## config.mk

```make
export PLATFORM = sky130hd
export DESIGN_NAME = adcseq_core
export DESIGN_NICKNAME = d
export VERILOG_FILES = /design/src/core/adcseq_pkg.sv /design/src/core/adcseq_core.sv
export SDC_FILE = /design/constraint.sdc
export NUM_CORES = 1
export LEC_CHECK = 0
export BUFFER_PORTS_ARGS = -buffer_cell sky130_fd_sc_hd__clkbuf_2
export CORE_ASPECT_RATIO = 0.9
export CORE_MARGIN = 2
export CORE_UTILIZATION = 59
export DETAILED_ROUTE_END_ITERATION = 8
export GPL_ROUTABILITY_DRIVEN = 0
export HOLD_SLACK_MARGIN = 0.12
export PLACE_DENSITY = 0.86
export SLEW_MARGIN = 0
export SYNTH_ARGS = -nofsm -noshare
export SYNTH_HDL_FRONTEND = slang
export SYNTH_SLANG_ARGS = --single-unit
```

## constraint.sdc

```tcl
create_clock -name clk_i -period 4.8 [get_ports clk_i]
set_input_delay 0.72 -clock clk_i [delete_from_list [all_inputs] [get_ports clk_i]]
set_output_delay 0.72 -clock clk_i [all_outputs]
set_load 0.01 [all_outputs]
```

## src/core/adcseq_pkg.sv

```systemverilog
// Constants and carriers for the conversion sequencer.
// Assumes one peripheral clock at 50 MHz and a synchronous active-low reset.
package adcseq_pkg;

  localparam int unsigned CLK_HZ          = 50_000_000;
  localparam int unsigned RES_W           = 10;
  localparam logic [9:0]  RES_MAX         = 10'h3FF;
  localparam logic [4:0]  CONV_BASE_CYC   = 5'h0D;
  localparam logic [4:0]  SAMPLE_BASE_CYC = 5'h02;
  localparam int unsigned START_FIXED_CYC = 2;
  localparam logic [7:0]  PRESCALER_SELECT_RST       = 8'h00;
  localparam logic [3:0]  CHAN_RST        = 4'h0;
  localparam logic [2:0]  REF_RST         = 3'h0;
  localparam logic [2:0]  PRESCALER_SELECT_SEL_RST   = 3'h0;
  localparam logic [9:0]  RESULT_RST      = 10'h000;
  localparam logic [5:0]  CNT_RST         = 6'h00;

  typedef enum logic [1:0] {
    ADCSEQ_IDLE  = 2'b00,
    ADCSEQ_WAIT  = 2'b01,
    ADCSEQ_CONV  = 2'b10
  } adcseq_state_e;

  // Selection pair that is shadowed and locked
  typedef struct packed {
    logic [3:0] input_channel_select;
    logic [2:0] reference_select;
  } adcseq_sel_s;

  typedef struct packed {
    adcseq_state_e state;
    logic          start_conversion_bit;
    logic          result_ready_flag;
    logic          irq;
    logic [7:0]    prescaler_select_cnt;
    logic          adc_clk;
    logic [5:0]    cyc_cnt;
    adcseq_sel_s   active_sel;
    logic [9:0]    result;
    logic          ev_s1;
    logic          ev_s2;
    logic          ev_s3;
    logic          sample;
    logic          done;
  } adcseq_st_s;

endpackage

```

## src/core/adcseq_core.sv

```systemverilog
// Conversion sequencer for a 10-bit successive-approximation converter.
// Assumes the analog core hands back a raw code and an over-range flag
// at the end of each conversion; event input is asynchronous.

////////////////////////////////////////////////////////////////////////////////
// Operation
// - Writing start begins a conversion; bit reads one until single conversion ends.
// - Channel change mid-conversion takes effect only after the current one completes.
// - Result-ready sets at every finished conversion, interrupt enabled or not.
// - Interrupt requested only when flag, local enable and global enable are set.
// - With event start enabled each routed event arriving while idle triggers a conversion; one during a conversion starts none.
// - Event input is edge sensitive and sets the start bit.
// - Free-running: first start by software, later ones right after completion.
// - Free-running keeps start bit one; each conversion is 13+delay+length cycles.
// - Prescaler divides by select field, zeroed while converter is disabled.
// - Prescaler held reset when idle; start delay is half factor, counted from the start bit setting.
// - Conversion begins at next rising edge of the derived converter clock.
// - Base conversion 13 converter cycles; sample two cycles in; result at end.
// - Result-ready clears on result read or on writing one to it.
// - Sampling lasts 2 plus delay plus length converter cycles.
// - Selections shadowed; active follows shadow until the conversion begins, then frozen.
// - Active selection tracks again in the last cycle before result-ready.
// - Free-running auto-started conversion uses the shadow channel taken in the last cycle of the previous one.
// - Inputs over reference give code 0x3FF.
// - Debug halt stops the converter unless debug-run is set.
// - Selections take no effect while the converter is disabled.
// - Result is ten bits, right-adjusted.
// - Enabled interrupt stays up as long as its flag is set.
module adcseq_core
  import adcseq_pkg::*;
(
  // Clock and reset
  input  wire logic        clk_i,
  input  wire logic        rst_n_i,
  // Configuration
  input  wire logic        enable_i,
  input  wire logic        free_running_select_i,
  input  wire logic [2:0]  prescaler_select_i,
  input  wire logic [3:0]  sample_delay_field_i,
  input  wire logic [3:0]  sample_length_field_i,
  input  wire logic        start_event_input_enable_i,
  input  wire logic        debug_run_bit_i,
  input  wire logic        debug_halt_i,
  // Shadow selections from software
  input  wire adcseq_sel_s shadow_sel_i,
  // Commands and flags
  input  wire logic        start_write_i,
  input  wire logic        flag_clear_write_i,
  input  wire logic        result_read_i,
  input  wire logic        result_irq_enable_i,
  input  wire logic        global_irq_enable_i,
  // Event input, asynchronous
  input  wire logic        event_i,
  // Analog core
  input  wire logic [9:0]  core_code_i,
  input  wire logic        core_over_range_i,
  // Status and outputs
  output logic             start_conversion_bit_o,
  output logic             result_ready_flag_o,
  output logic             irq_o,
  output logic [9:0]       result_o,
  output adcseq_sel_s      active_sel_o,
  output logic             adc_clk_o,
  output logic             sample_o
);

  ////////////////////////////////////////////////////////////////////////////
  function automatic logic [7:0] prescaler_select_half(input logic [2:0] sel);
    prescaler_select_half = 8'((9'h002 << sel) >> 1);
  endfunction

  // Base plus both stretch fields; six bits hold the worst case of 43
  function automatic logic [5:0] cyc_sum(input logic [4:0] base, input logic [3:0] dly,
                                         input logic [3:0] len);
    cyc_sum = 6'(base) + 6'(dly) + 6'(len);
  endfunction

  adcseq_st_s r, nxt;
  logic       run;
  logic       ev_edge;
  logic       adc_rise;
  logic [5:0] conv_len;
  logic [5:0] samp_at;

  assign run      = enable_i && (debug_run_bit_i || !debug_halt_i);
  assign ev_edge  = r.ev_s2 && !r.ev_s3 && start_event_input_enable_i;
  assign conv_len = cyc_sum(CONV_BASE_CYC, sample_delay_field_i,
                            sample_length_field_i);
  assign samp_at  = cyc_sum(SAMPLE_BASE_CYC, sample_delay_field_i,
                            sample_length_field_i);

  always_comb begin
    nxt      = r;
    adc_rise = 1'b0;
    nxt.ev_s1 = event_i;
    nxt.ev_s2 = r.ev_s1;
    nxt.ev_s3 = r.ev_s2;
    nxt.sample = 1'b0;
    nxt.done   = 1'b0;
    // Prescaler: toggles the converter clock every half factor
    if (!enable_i || r.state == ADCSEQ_IDLE) begin
      nxt.prescaler_select_cnt = PRESCALER_SELECT_RST;
      nxt.adc_clk   = 1'b0;
    end else if (run) begin
      if (r.prescaler_select_cnt + 8'h01 >= prescaler_select_half(prescaler_select_i)) begin
        nxt.prescaler_select_cnt = PRESCALER_SELECT_RST;
        nxt.adc_clk   = !r.adc_clk;
        adc_rise      = !r.adc_clk;
      end else begin
        nxt.prescaler_select_cnt = r.prescaler_select_cnt + 8'h01;
      end
    end
    // Trigger from software or event
    if ((start_write_i || ev_edge) && enable_i) begin
      nxt.start_conversion_bit = 1'b1;
    end
    // Active selection follows shadow while not converting
    if (enable_i && r.state != ADCSEQ_CONV) begin
      nxt.active_sel = shadow_sel_i;
    end
    unique case (r.state)
      ADCSEQ_IDLE: begin
        if (nxt.start_conversion_bit && run) begin
          nxt.state = ADCSEQ_WAIT;
        end
      end
      ADCSEQ_WAIT: begin
        if (adc_rise) begin
          nxt.state   = ADCSEQ_CONV;
          nxt.cyc_cnt = CNT_RST;
        end
      end
      ADCSEQ_CONV: begin
        if (adc_rise) begin
          nxt.cyc_cnt = r.cyc_cnt + 6'h01;
          if (r.cyc_cnt + 6'h01 == samp_at) begin
            nxt.sample = 1'b1;
          end
          if (r.cyc_cnt + 6'h02 == conv_len) begin
            nxt.active_sel = shadow_sel_i;
          end
          if (r.cyc_cnt + 6'h01 == conv_len) begin
            nxt.done   = 1'b1;
            nxt.result = core_over_range_i ? RES_MAX : core_code_i;
            nxt.result_ready_flag = 1'b1;
            nxt.cyc_cnt = CNT_RST;
            if (free_running_select_i) begin
              nxt.state = ADCSEQ_CONV;
            end else begin
              nxt.state = ADCSEQ_IDLE;
              nxt.start_conversion_bit = 1'b0;
            end
          end
        end
      end
    endcase
    if (!enable_i) begin
      nxt.state = ADCSEQ_IDLE;
      nxt.start_conversion_bit = 1'b0;
    end
    // Set wins over clear
    if ((flag_clear_write_i || result_read_i) && !nxt.done) begin
      nxt.result_ready_flag = 1'b0;
    end
    nxt.irq = nxt.result_ready_flag && result_irq_enable_i
            && global_irq_enable_i;
  end

  always_ff @(posedge clk_i) begin
    if (!rst_n_i) begin
      r <= '{
        state:                ADCSEQ_IDLE,
        start_conversion_bit: 1'b0,
        result_ready_flag:    1'b0,
        irq:                  1'b0,
        prescaler_select_cnt:            PRESCALER_SELECT_RST,
        adc_clk:              1'b0,
        cyc_cnt:              CNT_RST,
        active_sel:           '{CHAN_RST, REF_RST},
        result:               RESULT_RST,
        ev_s1:                1'b0,
        ev_s2:                1'b0,
        ev_s3:                1'b0,
        sample:               1'b0,
        done:                 1'b0
      };
    end else begin
      r <= nxt;
    end
  end

  assign start_conversion_bit_o = r.start_conversion_bit;
  assign result_ready_flag_o    = r.result_ready_flag;
  assign irq_o                  = r.irq;
  assign result_o               = r.result;
  assign active_sel_o           = r.active_sel;
  assign adc_clk_o              = r.adc_clk;
  assign sample_o               = r.sample;
endmodule

```

==> results of run 1 <==
## cells in the mapped netlist, types with 7 or more instances
cell type | n | area (um^2)
dfxtp_1 | 41 | 821
ha_1 | 28 | 350
nand2_1 | 22 | 82.6
nor2_1 | 22 | 82.6
inv_1 | 21 | 78.8
nand3_1 | 19 | 95.1
buf_4 | 17 | 128
a21oi_1 | 15 | 75.1
xnor2_1 | 15 | 131
o21ai_0 | 14 | 70.1
nand2b_1 | 13 | 81.3
xor2_1 | 12 | 105
o311a_1 | 10 | 100
nand3b_1 | 9 | 67.6
clkbuf_1 | 8 | 30.0
and3_1 | 7 | 43.8
## layer usage
metal	global-route usage, %	share of wire, %	routed length [um]
met5	0	0	0
met3	4.65	4.3	237
met4	6.63	1.1	62
met2	37.0	50	2790
met1	24.3	44	2470
## per-stage QoR
step | setup slack [ns] | utilization, %
after floorplan | 1.56 | -
after global placement | 1.26 | 64.7
after detailed placement | 1.13 | 64.7
after CTS | 1.28 | 66.5
after global routing | 0.930 | 66.5
final | 1.29 | 66.5
## cell families (layout without fill, tap and decap cells)
logic type | Yosys count | after routing | share of synthesized area, %
and+or+nand+nor | 119 | 119 | 22.7
xor gates and xnor gates | 30 | 30 | 10.3
adders and majority gates | 30 | 30 | 13.5
buffers and inverters | 50 | 92 | 9.23
muxes | 5 | 5 | 1.77
AOI/OAI and AO/OA | 59 | 59 | 14.2
DFF | 41 | 41 | 28.3
## sequential cells by signal (all words and copies together), names as in the netlist
name                    cells
r                          17
result_o                   10
active_sel_o                7
nxt                         2
adc_clk_o                   1
irq_o                       1
result_ready_flag_o         1
sample_o                    1
start_conversion_bit_o      1
## layout make-up
type                       count  area share (%)
tap                           65            2.55
clock inverter                 3           0.548
multi-input combinational    243            56.7
clock buffer                   5            2.15
inverter                      21            2.47
timing repair buffer          63            9.87
sequential                    41            25.7
## path summary, 6_finish.rpt
check	startpoint	to	slack (ns)	cells past startpoint
max	r[29]	active_sel_o[3]	1.29	11
min	nxt[3]	nxt[2]	0.44	1
max reg2reg	r[29]	active_sel_o[3]	1.29	11
min reg2reg	nxt[3]	nxt[2]	0.44	1
## layout by cell type, fill, tap and decap left out, drive strengths merged, types with 4 or more instances in the layout
| cell | netlist | routed |
|---|---|---|
| dfxtp | 41 | 41 |
| nor2 | 22 | 22 |
| clkbuf | 8 | 68 |
| xnor2 | 15 | 15 |
| mux2i | 4 | 4 |
| and2 | 4 | 4 |
| xor2 | 13 | 13 |
| nand3 | 19 | 19 |
| and3 | 7 | 7 |
| nand4 | 4 | 4 |
| a21boi | 4 | 4 |
| nand3b | 9 | 9 |
| nor2b | 5 | 5 |
| o21ai | 15 | 15 |
| ha | 28 | 28 |
| o311a | 10 | 10 |
| a21oi | 16 | 16 |
| nand2b | 13 | 13 |
| nand2 | 23 | 23 |
| inv | 21 | 21 |
## report_power, final
part / leakage (uW) / internal (uW) / total (uW) / switching (uW)
clock: 0.0000439 / 100 / 219 / 119
sequential: 0.000332 / 345 / 348 / 2.83
combinational: 0.00114 / 69.0 / 150 / 81.3
total: 0.00151 / 515 / 717 / 203
==> impl_metrics.py, run 1 <==
metrics = {
    "clocking": {
        "cts_resized": 0,
        "root_buffer": "clkbuf_8",
        "clk_pin_slew_ns": 0.08,
        "cts_tree": "yes",
        "numCtsBuffers": 5,
        "postCtsSetupRepairBufs": 0,
        "htreeDepth": 2,
        "clock_path_buffers": 2,
        "insertion_delay_ns": 0.29,
        "clock_sinks": 41,
        "holdBufCountCts": 0,
    },
    "route": {
        "drc": 0,
        "vias": 2385,
        "wl_per_cell_um": 12.6,
        "avgViaCountPerCell": 5.41,
        "dr.pass1.iters": 4,
        "postRouteAntennaNets": 0,
        "wl_um": 5560,
        "drt-initial-drc-count": 100,
    },
    "flow_run": {
        "cap_violations": 0,
    },
    "yosys": {
        "synth.distinct_cells": 53,
        "syn_nets": 406,
        "yosysSeqAreaShare_pct": 28.3,
        "yosysWarnings": 0,
        "synth_edf_count": 0,
        "syn_inst": 334,
        "synthFlopType": "dfxtp_1",
        "synthesis.area_um2": 2900,
        "avgSynthCellArea_um2": 8.68,
        "synth-seq-cells": 41,
        "async_flop_share_pct": 0,
    },
    "global_route": {
        "grt_antenna_before_repair": 0,
        "grt_pass1_wl_um": 9340,
        "grt-ovfl-total": 0,
        "grtUsageTotal_pct": 20.6,
        "grt_max_degree": 42,
        "grt_pass1_vias": 2277,
    },
    "setup_path": {
        "startpoint_type": "flop",
        "max_stage_delay_ns": 0.74,
        "critPathRequiredTime_ns": 4.94,
        "crit_family": "compound AO/OA/AOI/OAI gates",
        "crit_buf_inv": 0,
        "critPathKind": "reg2reg",
        "critPathArrivalTime_ns": 3.65,
        "cp-end-kind": "flop",
        "critPathSlowestCell": "a31oi_1",
        "path_cells": "ha_1 -> nand3_1 -> nor2_1 -> xor2_1 -> ha_1 -> a21oi_1 -> nand2_1 -> a21oi_1 -> a211oi_2 -> a31oi_1 -> o21ai_0",
        "path_max_fanout": 14,
    },
    "timing": {
        "hold_slack_ns": 0.438,
        "tightest_slew_ns": 0.980,
        "timing.setup.tns_ns": 0,
        "period_share_pct": 73.2,
        "fmax_mhz": 285,
        "min_period_ns": 3.51,
        "rsz0062_at_grt": "no",
        "drv_slew": 0,
        "setup_viol": 0,
        "skew_ns": 0.00548,
        "slew-limit-headroom_pct": 34.4,
        "hold_viol": 0,
    },
    "floorplan": {
        "dieHeight_um": 70.5,
        "initial_core_util_pct": 60.4,
        "pin_count": 64,
        "fp-row-count": 24,
        "dieArea_um2": 5490,
        "core-area_um2": 4800,
        "die_x_um": 77.9,
    },
    "layout": {
        "antenna_cells": 0,
        "drive_above_1_share_pct": 21.3,
        "area_growth_pct": 10.1,
        "fin_area_um2": 3190,
        "fin_nets": 447,
        "seq_area_um2": 821,
        "fill_cells": 395,
        "finalNonFillerCells": 441,
        "multiInputGateArea_um2": 1810,
    },
    "pwr": {
        "p_leak_uw": 0.00151,
        "peakVddDrop_mv": 0.185,
        "power_density_nw_per_um2": 225,
        "power.total_uw": 717,
    },
    "placed_design": {
        "dpl.cell_count": 433,
        "dpl.hpwl_um": 4350,
        "dpl_cell_area_um2": 3110,
        "portBuffers": 63,
    },
    "run_status": {
        "status": "finished clean",
    },
    "hold_path": {
        "worstHoldPathType": "reg2reg",
    },
}
Power figures use the tool's default switching activity.
==> inputs of run 2 (changes only) <==
--- a/config.mk
+++ b/config.mk
@@ -8,11 +8,11 @@
 export BUFFER_PORTS_ARGS = -buffer_cell sky130_fd_sc_hd__clkbuf_2
 export CORE_ASPECT_RATIO = 0.9
 export CORE_MARGIN = 2
-export CORE_UTILIZATION = 59
+export CORE_UTILIZATION = 55
 export DETAILED_ROUTE_END_ITERATION = 8
 export GPL_ROUTABILITY_DRIVEN = 0
 export HOLD_SLACK_MARGIN = 0.12
-export PLACE_DENSITY = 0.86
+export PLACE_DENSITY = 0.81
 export SLEW_MARGIN = 0
 export SYNTH_ARGS = -nofsm -noshare
 export SYNTH_HDL_FRONTEND = slang
==> constraint.sdc (replaced) <==
create_clock -name clk_i -period 3.4 [get_ports clk_i]
set_input_delay 0.51 -clock clk_i [delete_from_list [all_inputs] [get_ports clk_i]]
set_output_delay 0.51 -clock clk_i [all_outputs]
set_load 0.01 [all_outputs]
==> impl_metrics.py, run 2 (synthesis results as in run 1) <==
metrics = {
    "run_status": {
        "status": "finished clean",
    },
    "global_route": {
        "grtUsageTotal_pct": 20.0,
        "grt_pass1_wl_um": 9360,
        "grt_pass1_vias": 2141,
        "grt_max_degree": 42,
        "grt-ovfl-total": 0,
        "grt_antenna_before_repair": 0,
    },
    "setup_path": {
        "critPathSlowestCell": "a211oi_2",
        "cp-end-kind": "flop",
        "startpoint_type": "flop",
        "critPathKind": "reg2reg",
        "path_cells": "and3_1 -> and3_1 -> and3_1 -> xor2_1 -> ha_1 -> nand4_1 -> a31o_2 -> a211oi_2 -> nand2_4 -> o311a_1",
        "crit_top_cell": "and3_1",
        "r2r-start": "r[31]",
        "critPathArrivalTime_ns": 3.24,
        "max_stage_delay_ns": 0.45,
        "critPathLaunch": "r[31]",
        "path_max_fanout": 22,
        "critPathRequiredTime_ns": 3.59,
    },
    "clocking": {
        "numCtsBuffers": 5,
        "postCtsSetupRepairBufs": 0,
        "clock_sinks": 41,
        "insertion_delay_ns": 0.29,
        "cts_resized": 0,
        "htreeDepth": 2,
        "clk_pin_slew_ns": 0.08,
        "cts_tree": "yes",
        "holdBufCountCts": 0,
        "clock_path_buffers": 2,
        "root_buffer": "clkbuf_8",
    },
    "pwr": {
        "power.total_uw": 1180,
        "peakVddDrop_mv": 0.373,
        "power_density_nw_per_um2": 361,
        "p_sw_uw": 296,
        "p_leak_uw": 0.00155,
        "swShare_pct": 25.0,
        "internal-power_uw": 885,
        "p_comb_share_pct": 18.5,
        "clockPowerShare_pct": 39.9,
        "sequentialPowerShare_pct": 41.6,
    },
    "floorplan": {
        "pin_count": 64,
        "dieHeight_um": 72.9,
        "fp-row-count": 25,
        "dieArea_um2": 5870,
        "core-area_um2": 5160,
        "initial_core_util_pct": 56.2,
        "die_x_um": 80.5,
    },
    "timing": {
        "tightest_slew_ns": 0.746,
        "hold_viol": 0,
        "fin_ws_ns": 0.343,
        "period_share_pct": 89.9,
        "fmax_mhz": 327,
        "setup_viol": 0,
        "slew-limit-headroom_pct": 50.3,
        "timing.setup.tns_ns": 0,
        "min_period_ns": 3.06,
        "drv_slew": 0,
        "skew_ns": 0.00525,
        "rsz0062_at_grt": "no",
    },
    "route": {
        "wl_per_cell_um": 12.4,
        "vias": 2363,
        "dr.pass1.iters": 5,
        "drt-initial-drc-count": 154,
        "avgViaCountPerCell": 5.30,
        "drc": 0,
        "wl_um": 5530,
        "postRouteAntennaNets": 0,
    },
    "placed_design": {
        "place_worst_setup_slack_ns": 0.0376,
        "dpl.hpwl_um": 4210,
        "portBuffers": 63,
        "dpl_cell_area_um2": 3130,
    },
    "flow_run": {
        "cap_violations": 0,
    },
    "layout": {
        "drive_above_1_share_pct": 22.2,
        "seq_area_um2": 821,
        "fill_cells": 450,
        "fin_area_um2": 3270,
        "mostFrequentLayoutCells": "clkbuf_2, dfxtp_1, ha_1",
        "fin_nets": 450,
        "antenna_cells": 0,
        "largest_reg_flops": 17,
        "regMostFlops": "r",
        "multiInputGateArea_um2": 1820,
        "mostFrequentLayoutCell": "clkbuf_2",
        "final_core_util_pct": 63.4,
        "area_growth_pct": 12.9,
    },
    "hold_path": {
        "worstHoldPathType": "in2reg",
        "min_from": "event_i",
    },
}
## run 2: path summary, 6_finish.rpt
kind                 endpoint  slack, ns  depth (start not counted)
setup / recovery  result_o[3]       0.34                         10
hold / removal         nxt[3]       0.42                          2
setup reg to reg  result_o[3]       0.34                         10
hold reg to reg        nxt[2]       0.44                          1
## run 2: per-stage QoR
step	hold slack [ns]	std cells
6_report	0.416	446
5_1_grt	0.415	446
4_1_cts	0.408	446
3_5_place_dp	0.424	438
3_3_place_gp	0.414	438
2_1_floorplan	0.412	334
## run 2: final cells by class
type / instances / area share, %
timing repair buffer: 66 / 10.3
inverter: 21 / 2.41
clock buffer: 5 / 2.10
sequential: 41 / 25.1
clock inverter: 3 / 2.10
multi-input combinational: 243 / 55.4
tap: 67 / 2.56
## run 2: per-layer routing
metal | vias up | wire (um) | share of wire, % | GRT usage [%]
met3 | 4 | 234 | 4.2 | 3.84
li1 | 1232 | - | - | -
met4 | 0 | 32 | 0.58 | 7.16
met5 | - | 0 | 0 | 0
met1 | 1086 | 2630 | 48 | 27.9
met2 | 41 | 2640 | 48 | 31.0
## run 2: critical path, delay by kind of cell, from the launching register on
| family | cells | cell delay (ns) |
|---|---|---|
| flip-flops | 1 | 0.35 |
| AND/OR/NAND/NOR | 5 | 1.03 |
| adder cells (fa/ha/maj) | 1 | 0.32 |
| XOR/XNOR | 1 | 0.15 |
| AO/OA/AOI/OAI | 3 | 1.09 |
## run 2: power groups by stage
stage          registers, uW  clock network [uW]  logic [uW]
2_1_floorplan            502                   0         158
3_3_place_gp             502                   0         210
3_5_place_dp             502                   0         217
4_1_cts                  491                 481         218
5_1_grt                  492                 501         244
6_report                 491                 471         219
